### src/int_exec_pkg.sv
package int_exec_pkg;
  // Datapath widths
  localparam int DATA_W = 64;
  localparam int WORD_W = 32;
  localparam int SHAMT_W = 5;
  localparam int IMM_W = 16;
  // Memory-management command strobe positions
  localparam int TLB_CMD_W = 4;
  localparam int TLB_WRITE_IDX_BIT = 0;
  localparam int TLB_WRITE_RND_BIT = 1;
  localparam int TLB_PROBE_BIT = 2;
  localparam int TLB_READ_IDX_BIT = 3;
  // Reset values
  localparam logic [63:0] RESULT_RST = 64'h0000_0000_0000_0000;
  localparam logic [3:0] TLB_CMD_RST = 4'h0;

  // Decoded operations
  typedef enum logic [5:0] {
    OP_SHIFT_LEFT, OP_SHIFT_LEFT_VAR, OP_SHIFT_RZERO, OP_SHIFT_RZERO_VAR,
    OP_SHIFT_RSIGN, OP_SHIFT_RSIGN_VAR, OP_LESS_SET, OP_LESS_SET_IMM,
    OP_LESS_SET_U, OP_LESS_SET_IMM_U, OP_XOR_REG, OP_XOR_IMM,
    OP_TRAP_EQ, OP_TRAP_EQ_IMM, OP_TRAP_NE, OP_TRAP_NE_IMM,
    OP_TRAP_GE, OP_TRAP_GE_IMM, OP_TRAP_GE_U, OP_TRAP_GE_IMM_U,
    OP_TRAP_LT, OP_TRAP_LT_IMM, OP_TRAP_LT_U, OP_TRAP_LT_IMM_U,
    OP_COP2_DSTORE, OP_COP2_WSTORE, OP_TLB_WRITE_IDX, OP_TLB_WRITE_RND,
    OP_TLB_PROBE, OP_TLB_READ_IDX, OP_ISSUE_ALONE_NOP, OP_SYSTEM_CALL,
    OP_WAIT_IRQ, OP_SUBTRACT, OP_SUBTRACT_NO_OVF
  } op_type;

  // Wait sequencer states
  typedef enum logic [1:0] {
    ST_RUN = 2'b01,
    ST_STALL = 2'b10
  } wait_state_type;
endpackage

### src/int_exec_unit.sv
`timescale 1ns/10ps
// Operation
// - Left shift fills zeros, amount field or A[4:0]
// - Logical right shift treats value unsigned
// - Arithmetic right shift keeps value signed
// - Signed less-than writes one else zero
// - Unsigned less-than, register or immediate
// - Exclusive-OR immediate is zero-extended
// - Equal and not-equal traps
// - Signed greater-equal and less-than traps
// - Unsigned greater-equal and less-than traps
// - Wait stalls until an interrupt
// - Coprocessor stores to A plus offset
// - Four memory-management commands dispatched
// - Issue-alone nop blocks paired issue
module int_exec_unit #(
  parameter int DATA_W = int_exec_pkg::DATA_W
) (
  // Clock and reset
  input wire logic clk,
  input wire logic sys_rst,
  // Issue
  input wire logic issue_valid,
  input wire int_exec_pkg::op_type op,
  input wire logic [DATA_W-1:0] source_reg_a,
  input wire logic [DATA_W-1:0] source_reg_b,
  input wire logic [int_exec_pkg::IMM_W-1:0] imm,
  input wire logic [int_exec_pkg::SHAMT_W-1:0] shift_amount_field,
  input wire logic [DATA_W-1:0] coproc_reg,
  input wire logic irq_pending,
  // Writeback and exceptions
  output logic result_valid_q,
  output logic [DATA_W-1:0] result_q,
  output logic trap_q,
  output logic system_call_op_q,
  output logic overflow_q,
  // Store port
  output logic store_valid_q,
  output logic store_dword_q,
  output logic [DATA_W-1:0] store_addr_q,
  output logic [DATA_W-1:0] store_data_q,
  // Memory-management and issue control
  output logic [int_exec_pkg::TLB_CMD_W-1:0] tlb_cmd_q,
  output logic issue_alone_q,
  output logic stall_q
);
  localparam int W = int_exec_pkg::WORD_W;

  int_exec_pkg::wait_state_type state_q;
  logic accept;
  logic [DATA_W-1:0] imm_sext, imm_zext, opnd2, res_d;
  logic [W-1:0] word_b, sub_word;
  logic [int_exec_pkg::SHAMT_W-1:0] amt;
  logic eq, lt_s, lt_u, wb_d, trap_d, ovf_d;

  function automatic logic [DATA_W-1:0] sext_word(input logic [W-1:0] v);
    sext_word = {{(DATA_W-W){v[W-1]}}, v};
  endfunction

  // Operand shaping
  assign accept = issue_valid && (state_q == int_exec_pkg::ST_RUN);
  assign imm_sext = {{(DATA_W-int_exec_pkg::IMM_W){imm[15]}}, imm};
  assign imm_zext = {{(DATA_W-int_exec_pkg::IMM_W){1'b0}}, imm};
  assign word_b = source_reg_b[W-1:0];
  assign sub_word = source_reg_a[W-1:0] - word_b;

  // Immediate forms compare against the sign-extended immediate
  always_comb begin
    case (op)
      int_exec_pkg::OP_LESS_SET_IMM, int_exec_pkg::OP_LESS_SET_IMM_U,
      int_exec_pkg::OP_TRAP_EQ_IMM, int_exec_pkg::OP_TRAP_NE_IMM,
      int_exec_pkg::OP_TRAP_GE_IMM, int_exec_pkg::OP_TRAP_GE_IMM_U,
      int_exec_pkg::OP_TRAP_LT_IMM, int_exec_pkg::OP_TRAP_LT_IMM_U: begin
        opnd2 = imm_sext;
      end
      default: begin
        opnd2 = source_reg_b;
      end
    endcase
  end

  // Shared comparators
  assign eq = source_reg_a == opnd2;
  assign lt_s = $signed(source_reg_a) < $signed(opnd2);
  assign lt_u = source_reg_a < opnd2;

  // Fixed amount from the instruction, variable from A[4:0]
  always_comb begin
    case (op)
      int_exec_pkg::OP_SHIFT_LEFT_VAR, int_exec_pkg::OP_SHIFT_RZERO_VAR,
      int_exec_pkg::OP_SHIFT_RSIGN_VAR: begin
        amt = source_reg_a[int_exec_pkg::SHAMT_W-1:0];
      end
      default: begin
        amt = shift_amount_field;
      end
    endcase
  end

  // Result, writeback and exception decode
  always_comb begin
    res_d = int_exec_pkg::RESULT_RST;
    wb_d = 1'b0;
    trap_d = 1'b0;
    ovf_d = 1'b0;
    case (op)
      int_exec_pkg::OP_SHIFT_LEFT, int_exec_pkg::OP_SHIFT_LEFT_VAR: begin
        res_d = sext_word(word_b << amt);
        wb_d = 1'b1;
      end
      int_exec_pkg::OP_SHIFT_RZERO, int_exec_pkg::OP_SHIFT_RZERO_VAR: begin
        res_d = sext_word(word_b >> amt);
        wb_d = 1'b1;
      end
      int_exec_pkg::OP_SHIFT_RSIGN, int_exec_pkg::OP_SHIFT_RSIGN_VAR: begin
        res_d = sext_word(W'($signed(word_b) >>> amt));
        wb_d = 1'b1;
      end
      int_exec_pkg::OP_LESS_SET, int_exec_pkg::OP_LESS_SET_IMM: begin
        res_d = {{(DATA_W-1){1'b0}}, lt_s};
        wb_d = 1'b1;
      end
      int_exec_pkg::OP_LESS_SET_U, int_exec_pkg::OP_LESS_SET_IMM_U: begin
        res_d = {{(DATA_W-1){1'b0}}, lt_u};
        wb_d = 1'b1;
      end
      int_exec_pkg::OP_XOR_REG: begin
        res_d = source_reg_a ^ source_reg_b;
        wb_d = 1'b1;
      end
      int_exec_pkg::OP_XOR_IMM: begin
        res_d = source_reg_a ^ imm_zext;
        wb_d = 1'b1;
      end
      int_exec_pkg::OP_TRAP_EQ, int_exec_pkg::OP_TRAP_EQ_IMM: begin
        trap_d = eq;
      end
      int_exec_pkg::OP_TRAP_NE, int_exec_pkg::OP_TRAP_NE_IMM: begin
        trap_d = !eq;
      end
      int_exec_pkg::OP_TRAP_GE, int_exec_pkg::OP_TRAP_GE_IMM: begin
        trap_d = !lt_s;
      end
      int_exec_pkg::OP_TRAP_LT, int_exec_pkg::OP_TRAP_LT_IMM: begin
        trap_d = lt_s;
      end
      int_exec_pkg::OP_TRAP_GE_U, int_exec_pkg::OP_TRAP_GE_IMM_U: begin
        trap_d = !lt_u;
      end
      int_exec_pkg::OP_TRAP_LT_U, int_exec_pkg::OP_TRAP_LT_IMM_U: begin
        trap_d = lt_u;
      end
      int_exec_pkg::OP_SUBTRACT: begin
        res_d = sext_word(sub_word);
        ovf_d = (source_reg_a[W-1] != word_b[W-1]) &&
                (sub_word[W-1] != source_reg_a[W-1]);
        wb_d = !ovf_d;
      end
      int_exec_pkg::OP_SUBTRACT_NO_OVF: begin
        res_d = sext_word(sub_word);
        wb_d = 1'b1;
      end
      default: begin
        res_d = int_exec_pkg::RESULT_RST;
      end
    endcase
  end

  // Writeback and exception registers
  always_ff @(posedge clk) begin
    if (sys_rst) begin
      result_valid_q <= 1'b0;
      result_q <= int_exec_pkg::RESULT_RST;
      trap_q <= 1'b0;
      overflow_q <= 1'b0;
      system_call_op_q <= 1'b0;
    end else begin
      result_valid_q <= accept && wb_d;
      result_q <= accept && wb_d ? res_d : result_q;
      trap_q <= accept && trap_d;
      overflow_q <= accept && ovf_d;
      system_call_op_q <= accept && op == int_exec_pkg::OP_SYSTEM_CALL;
    end
  end

  // Coprocessor store port
  always_ff @(posedge clk) begin
    if (sys_rst) begin
      store_valid_q <= 1'b0;
      store_dword_q <= 1'b0;
      store_addr_q <= int_exec_pkg::RESULT_RST;
      store_data_q <= int_exec_pkg::RESULT_RST;
    end else if (accept && (op == int_exec_pkg::OP_COP2_DSTORE ||
                            op == int_exec_pkg::OP_COP2_WSTORE)) begin
      store_valid_q <= 1'b1;
      store_dword_q <= op == int_exec_pkg::OP_COP2_DSTORE;
      store_addr_q <= source_reg_a + imm_sext;
      store_data_q <= op == int_exec_pkg::OP_COP2_DSTORE ? coproc_reg :
                      {{(DATA_W-W){1'b0}}, coproc_reg[W-1:0]};
    end else begin
      store_valid_q <= 1'b0;
    end
  end

  // Memory-management dispatch and paired-issue inhibit
  always_ff @(posedge clk) begin
    if (sys_rst) begin
      tlb_cmd_q <= int_exec_pkg::TLB_CMD_RST;
      issue_alone_q <= 1'b0;
    end else begin
      tlb_cmd_q <= int_exec_pkg::TLB_CMD_RST;
      if (accept) begin
        tlb_cmd_q[int_exec_pkg::TLB_WRITE_IDX_BIT] <=
          op == int_exec_pkg::OP_TLB_WRITE_IDX;
        tlb_cmd_q[int_exec_pkg::TLB_WRITE_RND_BIT] <=
          op == int_exec_pkg::OP_TLB_WRITE_RND;
        tlb_cmd_q[int_exec_pkg::TLB_PROBE_BIT] <=
          op == int_exec_pkg::OP_TLB_PROBE;
        tlb_cmd_q[int_exec_pkg::TLB_READ_IDX_BIT] <=
          op == int_exec_pkg::OP_TLB_READ_IDX;
      end
      issue_alone_q <= accept &&
                       op == int_exec_pkg::OP_ISSUE_ALONE_NOP;
    end
  end

  // Wait sequencer: stall until an interrupt is pending
  always_ff @(posedge clk) begin
    if (sys_rst) begin
      state_q <= int_exec_pkg::ST_RUN;
      stall_q <= 1'b0;
    end else begin
      case (state_q)
        int_exec_pkg::ST_RUN: begin
          if (accept && op == int_exec_pkg::OP_WAIT_IRQ && !irq_pending) begin
            state_q <= int_exec_pkg::ST_STALL;
            stall_q <= 1'b1;
          end
        end
        int_exec_pkg::ST_STALL: begin
          if (irq_pending) begin
            state_q <= int_exec_pkg::ST_RUN;
            stall_q <= 1'b0;
          end
        end
        default: begin
          state_q <= int_exec_pkg::ST_RUN;
          stall_q <= 1'b0;
        end
      endcase
    end
  end
endmodule

### config.mk
export PLATFORM = sky130hd
export DESIGN_NAME = int_exec_unit
export DESIGN_NICKNAME = d
export VERILOG_FILES = /design/src/int_exec_pkg.sv /design/src/int_exec_unit.sv
export SDC_FILE = /design/constraint.sdc
export NUM_CORES = 1
export LEC_CHECK = 0
export ABC_AREA = 1
export BUFFER_PORTS_ARGS = -buffer_cell sky130_fd_sc_hd__buf_2
export CORE_UTILIZATION = 57
export CTS_CLUSTER_SIZE = 16
export DETAILED_ROUTE_END_ITERATION = 10
export PLACE_DENSITY = 0.92
export SLEW_MARGIN = 20
export SYNTH_ARGS = -nofsm -noshare
export SYNTH_HDL_FRONTEND = slang
export SYNTH_SLANG_ARGS = --single-unit
### constraint.sdc
create_clock -name clk -period 4.5 [get_ports clk]
set_input_delay 0.9 -clock clk [delete_from_list [all_inputs] [get_ports clk]]
set_output_delay 0.9 -clock clk [all_outputs]
set_load 0.01 [all_outputs]
# ---- Word level (Yosys, flattened, before mapping)
# Cells that the tools add are included.
dict set report classes {
  addsub 2
  mul 0
  div 0
  order_cmp 2
  eq_ne 41
  shift 3
  mux 14
  bitwise 3
  reduce_logical 34
}
# op n
set op_table {}
lappend op_table {{$pmux 64 s8} 1}
lappend op_table {{$lt 64x64->1} 2}
lappend op_table {{$mux 64} 2}
lappend op_table {{$eq 6x5->1 const B} 16}
lappend op_table {{$add 64x64->64} 1}
lappend op_table {{$eq 64x64->1} 1}
lappend op_table {{$xor 64x16->64} 1}
lappend op_table {{$xor 64x64->64} 1}
lappend op_table {{$eq 6x4->1 const B} 8}
lappend op_table {{$shl 32x5->32} 1}
lappend op_table {{$shr 32x5->32} 1}
lappend op_table {{$sshr 32x5->32} 1}
lappend op_table {{$sub 32x32->32} 1}
lappend op_table {{$reduce_or 2->1} 13}
lappend op_table {{$eq 6x3->1 const B} 4}
lappend op_table {{$eq 6x6->1 const B} 3}
lappend op_table {{$reduce_or 13->1} 1}
lappend op_table {{$eq 6x2->1 const B} 2}
lappend op_table {{$logic_and 1x1->1} 10}
lappend op_table {{$reduce_or 8->1} 1}
lappend op_table {{$eq 6x1->1 const B} 1}
lappend op_table {{$logic_not 6->1} 1}
lappend op_table {{$pmux 1 s6} 1}
lappend op_table {{$logic_not 1->1} 5}
lappend op_table {{other kinds (14)} 20}
dict set report word_totals {
  regBits 206
  latchBits 0
  ramBits 0
  mem_bits_ro 0
  inputBits 223
  output_inout_bits 204
  elab_cells 112
  mem_count 0
}

# ---- Logic depth before layout (Yosys ltp)
dict set report logic_depth {
  word_depth 7
  depth_mapped 28
  mapped_depth_nobuf 26
}

# ---- Worst setup path before layout
# No wires, ideal clock.
dict set report synth_path {
  kind {input -> register}
  from {input port op[0]}
  to {register result_q[0]}
  setup_ns 0.113
  arrival_time_ns 3.651
  required_ns 4.387
  path_slack_ns 0.737
  stages 26
  n_path_buf 3
  cell_sequence {inv_1 > nor2_2 > inv_1 > o22ai_1 > a32o_1 > clkbuf_1 > nand2_1 > clkbuf_1 > clkbuf_1 > o21ai_0 > ha_1 > nand2_1 > inv_1 > nand4_1 > nor4_1 > nand3_1 > inv_1 > nand2_1 > nand2_1 > nand2_1 > nand3_1 > nand2_1 > inv_1 > nand3_1 > nand2_1 > nor2_1}
}
dict set report synth_between {
  elab_chain_len 5
  word_cells_on_any_way 39
  cone_classes {2 x order compare; 19 x eq/ne; 3 x shift; 4 x mux; 11 x reduce/logical}
}
# element line
set synth_rtl {}
lappend synth_rtl {{start, declared} int_exec_unit.sv:24} ;# input wire int_exec_pkg::op_type op,
lappend synth_rtl {{$eq 6x5->1 (tied with other cells)} int_exec_unit.sv:69} ;# case (op)
lappend synth_rtl {{$reduce_or 8->1 or $reduce_or 3->1 (tied branches)} {int_exec_unit.sv:69, int_exec_unit.sv:89}}
lappend synth_rtl {{$mux 64 or $mux 5 (tied branches)} {int_exec_unit.sv:69, int_exec_unit.sv:89}}
lappend synth_rtl {{$lt 64x64->1 (tied with other cells)} int_exec_unit.sv:85} ;# assign lt_u = source_reg_a < opnd2;
lappend synth_rtl {{$pmux 64 s8} int_exec_unit.sv:106} ;# case (op)
lappend synth_rtl {{end signal, assigned} int_exec_unit.sv:173} ;# result_q <= int_exec_pkg::RESULT_RST;
lappend synth_rtl {{end signal, assigned} int_exec_unit.sv:179} ;# result_q <= accept && wb_d ? res_d : result_q;
lappend synth_rtl {{end, declared} int_exec_unit.sv:33} ;# output logic [DATA_W-1:0] result_q,
# Parallel ways exist; a longest one is shown, timed or not.
# A chain may end at the register's enable or synchronous reset.

# ---- Worst setup path in the final report
dict set report layout_path {
  from {input port op[0]}
  to {register trap_q}
}
dict set report layout_between {
  elab_chain_len 7
  word_cells_on_any_way 30
  cone_classes {2 x order compare; 15 x eq/ne; 2 x mux; 11 x reduce/logical}
}
# element line
set layout_rtl {}
lappend layout_rtl {{$eq 6x5->1 (tied with other cells)} {int_exec_unit.sv:69, int_exec_unit.sv:106}}
lappend layout_rtl {{$reduce_or 8->1} int_exec_unit.sv:69}
lappend layout_rtl {{$mux 64} int_exec_unit.sv:69}
lappend layout_rtl {{$lt 64x64->1 (tied with other cells)} int_exec_unit.sv:85}
lappend layout_rtl {{$logic_not 1->1, on equally long branches} {int_exec_unit.sv:148, int_exec_unit.sv:139, int_exec_unit.sv:142}}
lappend layout_rtl {{$pmux 1 s6 (*)} int_exec_unit.sv:106}
lappend layout_rtl {{$logic_and 1x1->1 (*)} int_exec_unit.sv:180} ;# trap_q <= accept && trap_d;
lappend layout_rtl {{end signal, assigned} int_exec_unit.sv:180}
lappend layout_rtl {{end, declared} int_exec_unit.sv:34} ;# output logic trap_q,
# Every way passes the cells marked *; elsewhere a longest branch is shown, timed or not.

==> run summary <==
Outcome: complete, no violations
Clock transition at path regs: 0.06 ns
Quantity of I/O buffers inserted on ports: 426
Minimum setup slack after placement: 0.05815 ns
Total number of vias: 26,970
Compound-cell area share of the yosys netlist: 16.88%
Setup Viol. Count Final: 0
XOR/XNOR share of the synthesized area: 2.859%
Critical-path top delay cell: sky130_fd_sc_hd__nor4_1
Layout cell share with drive strength beyond 1: 13.82%
PnR worst setup slack: 0.4682 ns
# nets final: 4,373
Clk_lat worst skew: 0.55 ns
Data arrival time of the critical path: 4.45 ns
Leading cell type by number of instances after synthesis: sky130_fd_sc_hd__nand2_1
Unique masters post-synth: 50
Fin. max-slew vios: 0
Chip Height: 194.6 µm
Placed standard-cell area: 23,580 µm²
Area of the mapped netlist: 21,140 µm²
Vias in the first global route: 24,230
Clock H-tree levels: 1
Final Critical Period: 4.032 ns
DIE AREA: 37,860 µm²
Detail-routed via count per cell: 6.012
Number of synthesis warnings: 0
Share of the synthesized area in the top cell type: 19.41%
Gr ovfl total: 0
Final number of hold-violating endpoints: 0
Reg-to-reg slack, setup: 1.95 ns
Prevailing post-synth register cell: sky130_fd_sc_hd__dfxtp_1
Count of flip-flops with a built-in enable after synthesis: 0
Average cell area after synthesis: 5.792 µm²
Combinational family with the most area after synthesis: simple AND/OR/NAND/NOR gates
Routed WL per cell: 19.39 µm
Number of instances in the synthesized netlist: 3,650
Crit path required time: 4.92 ns
Global-route wire length before repair: 132.2 mm
Type of the worst setup path: input port to flop
HPWL after DPL: 68.38 mm
Proportion of synthesized flip-flops having asynchronous set or reset: 0%
RSZ-0062 raised after global routing: no
Number of fillers in the final layout: 3,507
Root buffer cell: sky130_fd_sc_hd__clkbuf_16
Total Routed Length: 86.95 mm
Overall fraction of global-route tracks in use: 44.07%
Biggest area consumer among synthesized cells: sky130_fd_sc_hd__dfxtp_1
Peak VDD IR: 0.3006 mV
CTS tree: yes
Post-Syn Nets: 4,033
Antenna violations before repair: 17
Worst-path cell chain: buf_2 -> inv_1 -> nor2_2 -> inv_1 -> o22ai_1 -> a32o_2 -> nand2_1 -> buf_4 -> o21ai_0 -> ha_1 -> nand4_1 -> inv_1 -> nand2_1 -> nor4_1 -> nand4_1 -> nor2_1 -> o21ai_0 -> a21oi_1 -> nand2_1 -> nor2_1 -> nor2_1
Footprint of the multi-input gates: 14,920 µm²
P_leak: 0.01259 µW
Crit path capture type: flop
CTS resizes: 0
Number of buffers inserted by hold repair at cts: 0
Setup_tns: 0 ns
Max Root-Sink Buffers: 3
Post-CTS setup buffer count: 0
Share of synthesized cell area in full adder, half adder and majority cells: 9.541%
Post-route cell area: 24,290 µm²
Placer Congestion: 1.094
Total design power: 5850 µW
Power per cell area: 240.8 nW/µm²
Number of sinks driven by the clock tree: 205
Most used standard cells in the synthesized netlist: 847 x sky130_fd_sc_hd__nand2_1, 592 x sky130_fd_sc_hd__nor2_1, 462 x sky130_fd_sc_hd__nand3_1, 352 x sky130_fd_sc_hd__inv_1, 263 x sky130_fd_sc_hd__o21ai_0
Number of standard-cell rows in the floorplan: 70
Share of synthesized area spent on multiplexers: 0%
Share of the clock period used by the worst path after layout: 89.59%
DRT antenna net count: 0
Class of the tightest hold or removal check: flop to flop
Total of flip-flops plus latches after synthesis: 205
Max-capacitance violation count: 0
Post-synthesis sequential area ratio: 19.41%
X dimension of the die: 194.6 µm
Transition time at the pin with the least slew margin: 0.9897 ns
Kind of start point of the critical path: input port
Largest net degree at the start of global routing: 84
First-pass iteration count of the detailed router: 7
Final core occ: 66.50%
Maximum single-stage delay on the critical path: 0.49 ns
Core outline area: 36,520 µm²
Number of buffers added by the clock tree synthesis step: 22
Highest fanout seen on the critical path: 17
Area added between synthesis and finish: 14.89%
IO Count: 427
DR iter-0 viols: 3,785
Detailed-route DRC error count: 0
Leading post-synthesis cells by cell area: sky130_fd_sc_hd__dfxtp_1 19%, sky130_fd_sc_hd__nand2_1 15%, sky130_fd_sc_hd__nand3_1 11%
Post-route clock skew: 0.02578 ns
Achievable Freq: 0.2480 GHz
Max-slew headroom: 33.95%
Effective utilization at floorplan: 57.88%
Area used by sequential logic in the layout: 4104 µm²
Simple-Gate Fraction of Synth Area: 41.20%
through the flow:
| step | std cells | hold slack (ns) |
|---|---|---|
| after CTS | 4469 | 0.4593 |
| final | 4485 | 0.4548 |
| after detailed placement | 4434 | 0.4501 |
| after floorplan | 3650 | 0.4856 |
| after global placement | 4434 | 0.4457 |
| after global routing | 4481 | 0.4693 |
registers in the layout (all words and copies together), names as in the netlist, 4 cells and up:
| signal | cells |
|---|---|
| result_q | 64 |
| store_addr_q | 64 |
| store_data_q | 64 |
| tlb_cmd_q | 4 |
path summary, 6_finish.rpt:
check                                 startpoint          endpoint  cells past startpoint
worst min-delay path            store_data_q[46]  store_data_q[46]                      2
worst min register to register  store_data_q[46]  store_data_q[46]                      2
worst max-delay path                       op[0]            trap_q                     21
worst max register to register        state_q[0]  store_addr_q[13]                     12
layout make-up:
cell class                 instances  share of cell area [%]
antenna                           16                  0.1648
inverter                         363                   5.620
sequential                       205                   16.90
multi-input combinational       2923                   61.44
timing repair buffer             475                   10.70
clock inverter                     5                  0.2885
tap                              468                   2.411
clock buffer                      30                   2.473
cells in the final DEF (no fill, tap or decap), drive strengths merged, types with 9 or more instances in the layout:
master and count:
a21o 15, a21oi 245, a31oi 15, buf 475, clkbuf 30, dfxtp 205, diode 16, ha 158
inv 359, nand2 859, nand3 466, nand3b 9, nand4 71, nor2 599, nor3 26, nor4 11
o211ai 18, o21a 13, o21ai 273, o21bai 16, o221ai 17, xnor2 39, xor2 30
power breakdown:
part / switching (µW) / internal, µW / total, µW
Combinational: 1480 / 712 / 2190
Sequential: 25.1 / 1860 / 1890
Clock: 780 / 991 / 1770
Total: 2280 / 3570 / 5850
worst max-delay path, delay by kind of cell:
kind | cells | cell delay (ns)
buf+inv | 5 | 0.65
compound gates | 5 | 0.74
simple gates | 10 | 1.81
fa+ha+maj | 1 | 0.33
cell families after synthesis:
group                    count (synthesis)
buffers and inverters                  522
AND/OR/NAND/NOR                       2054
AO/OA/AOI/OAI                          640
XOR/XNOR                                69
flip-flops                             205
adder cells (fa/ha/maj)                160
per-layer routing:
metal	up-vias	part of all wire, %	routed length [µm]	GRT usage [%]
met5	-	0.013	11	0
met3	321	12	10550	10.08
met2	1728	42	36590	67.34
met4	2	6.3	5511	24.72
met1	12120	39	34280	57.02
li1	12800	-	-	-
(Power assumes the default switching activity.)
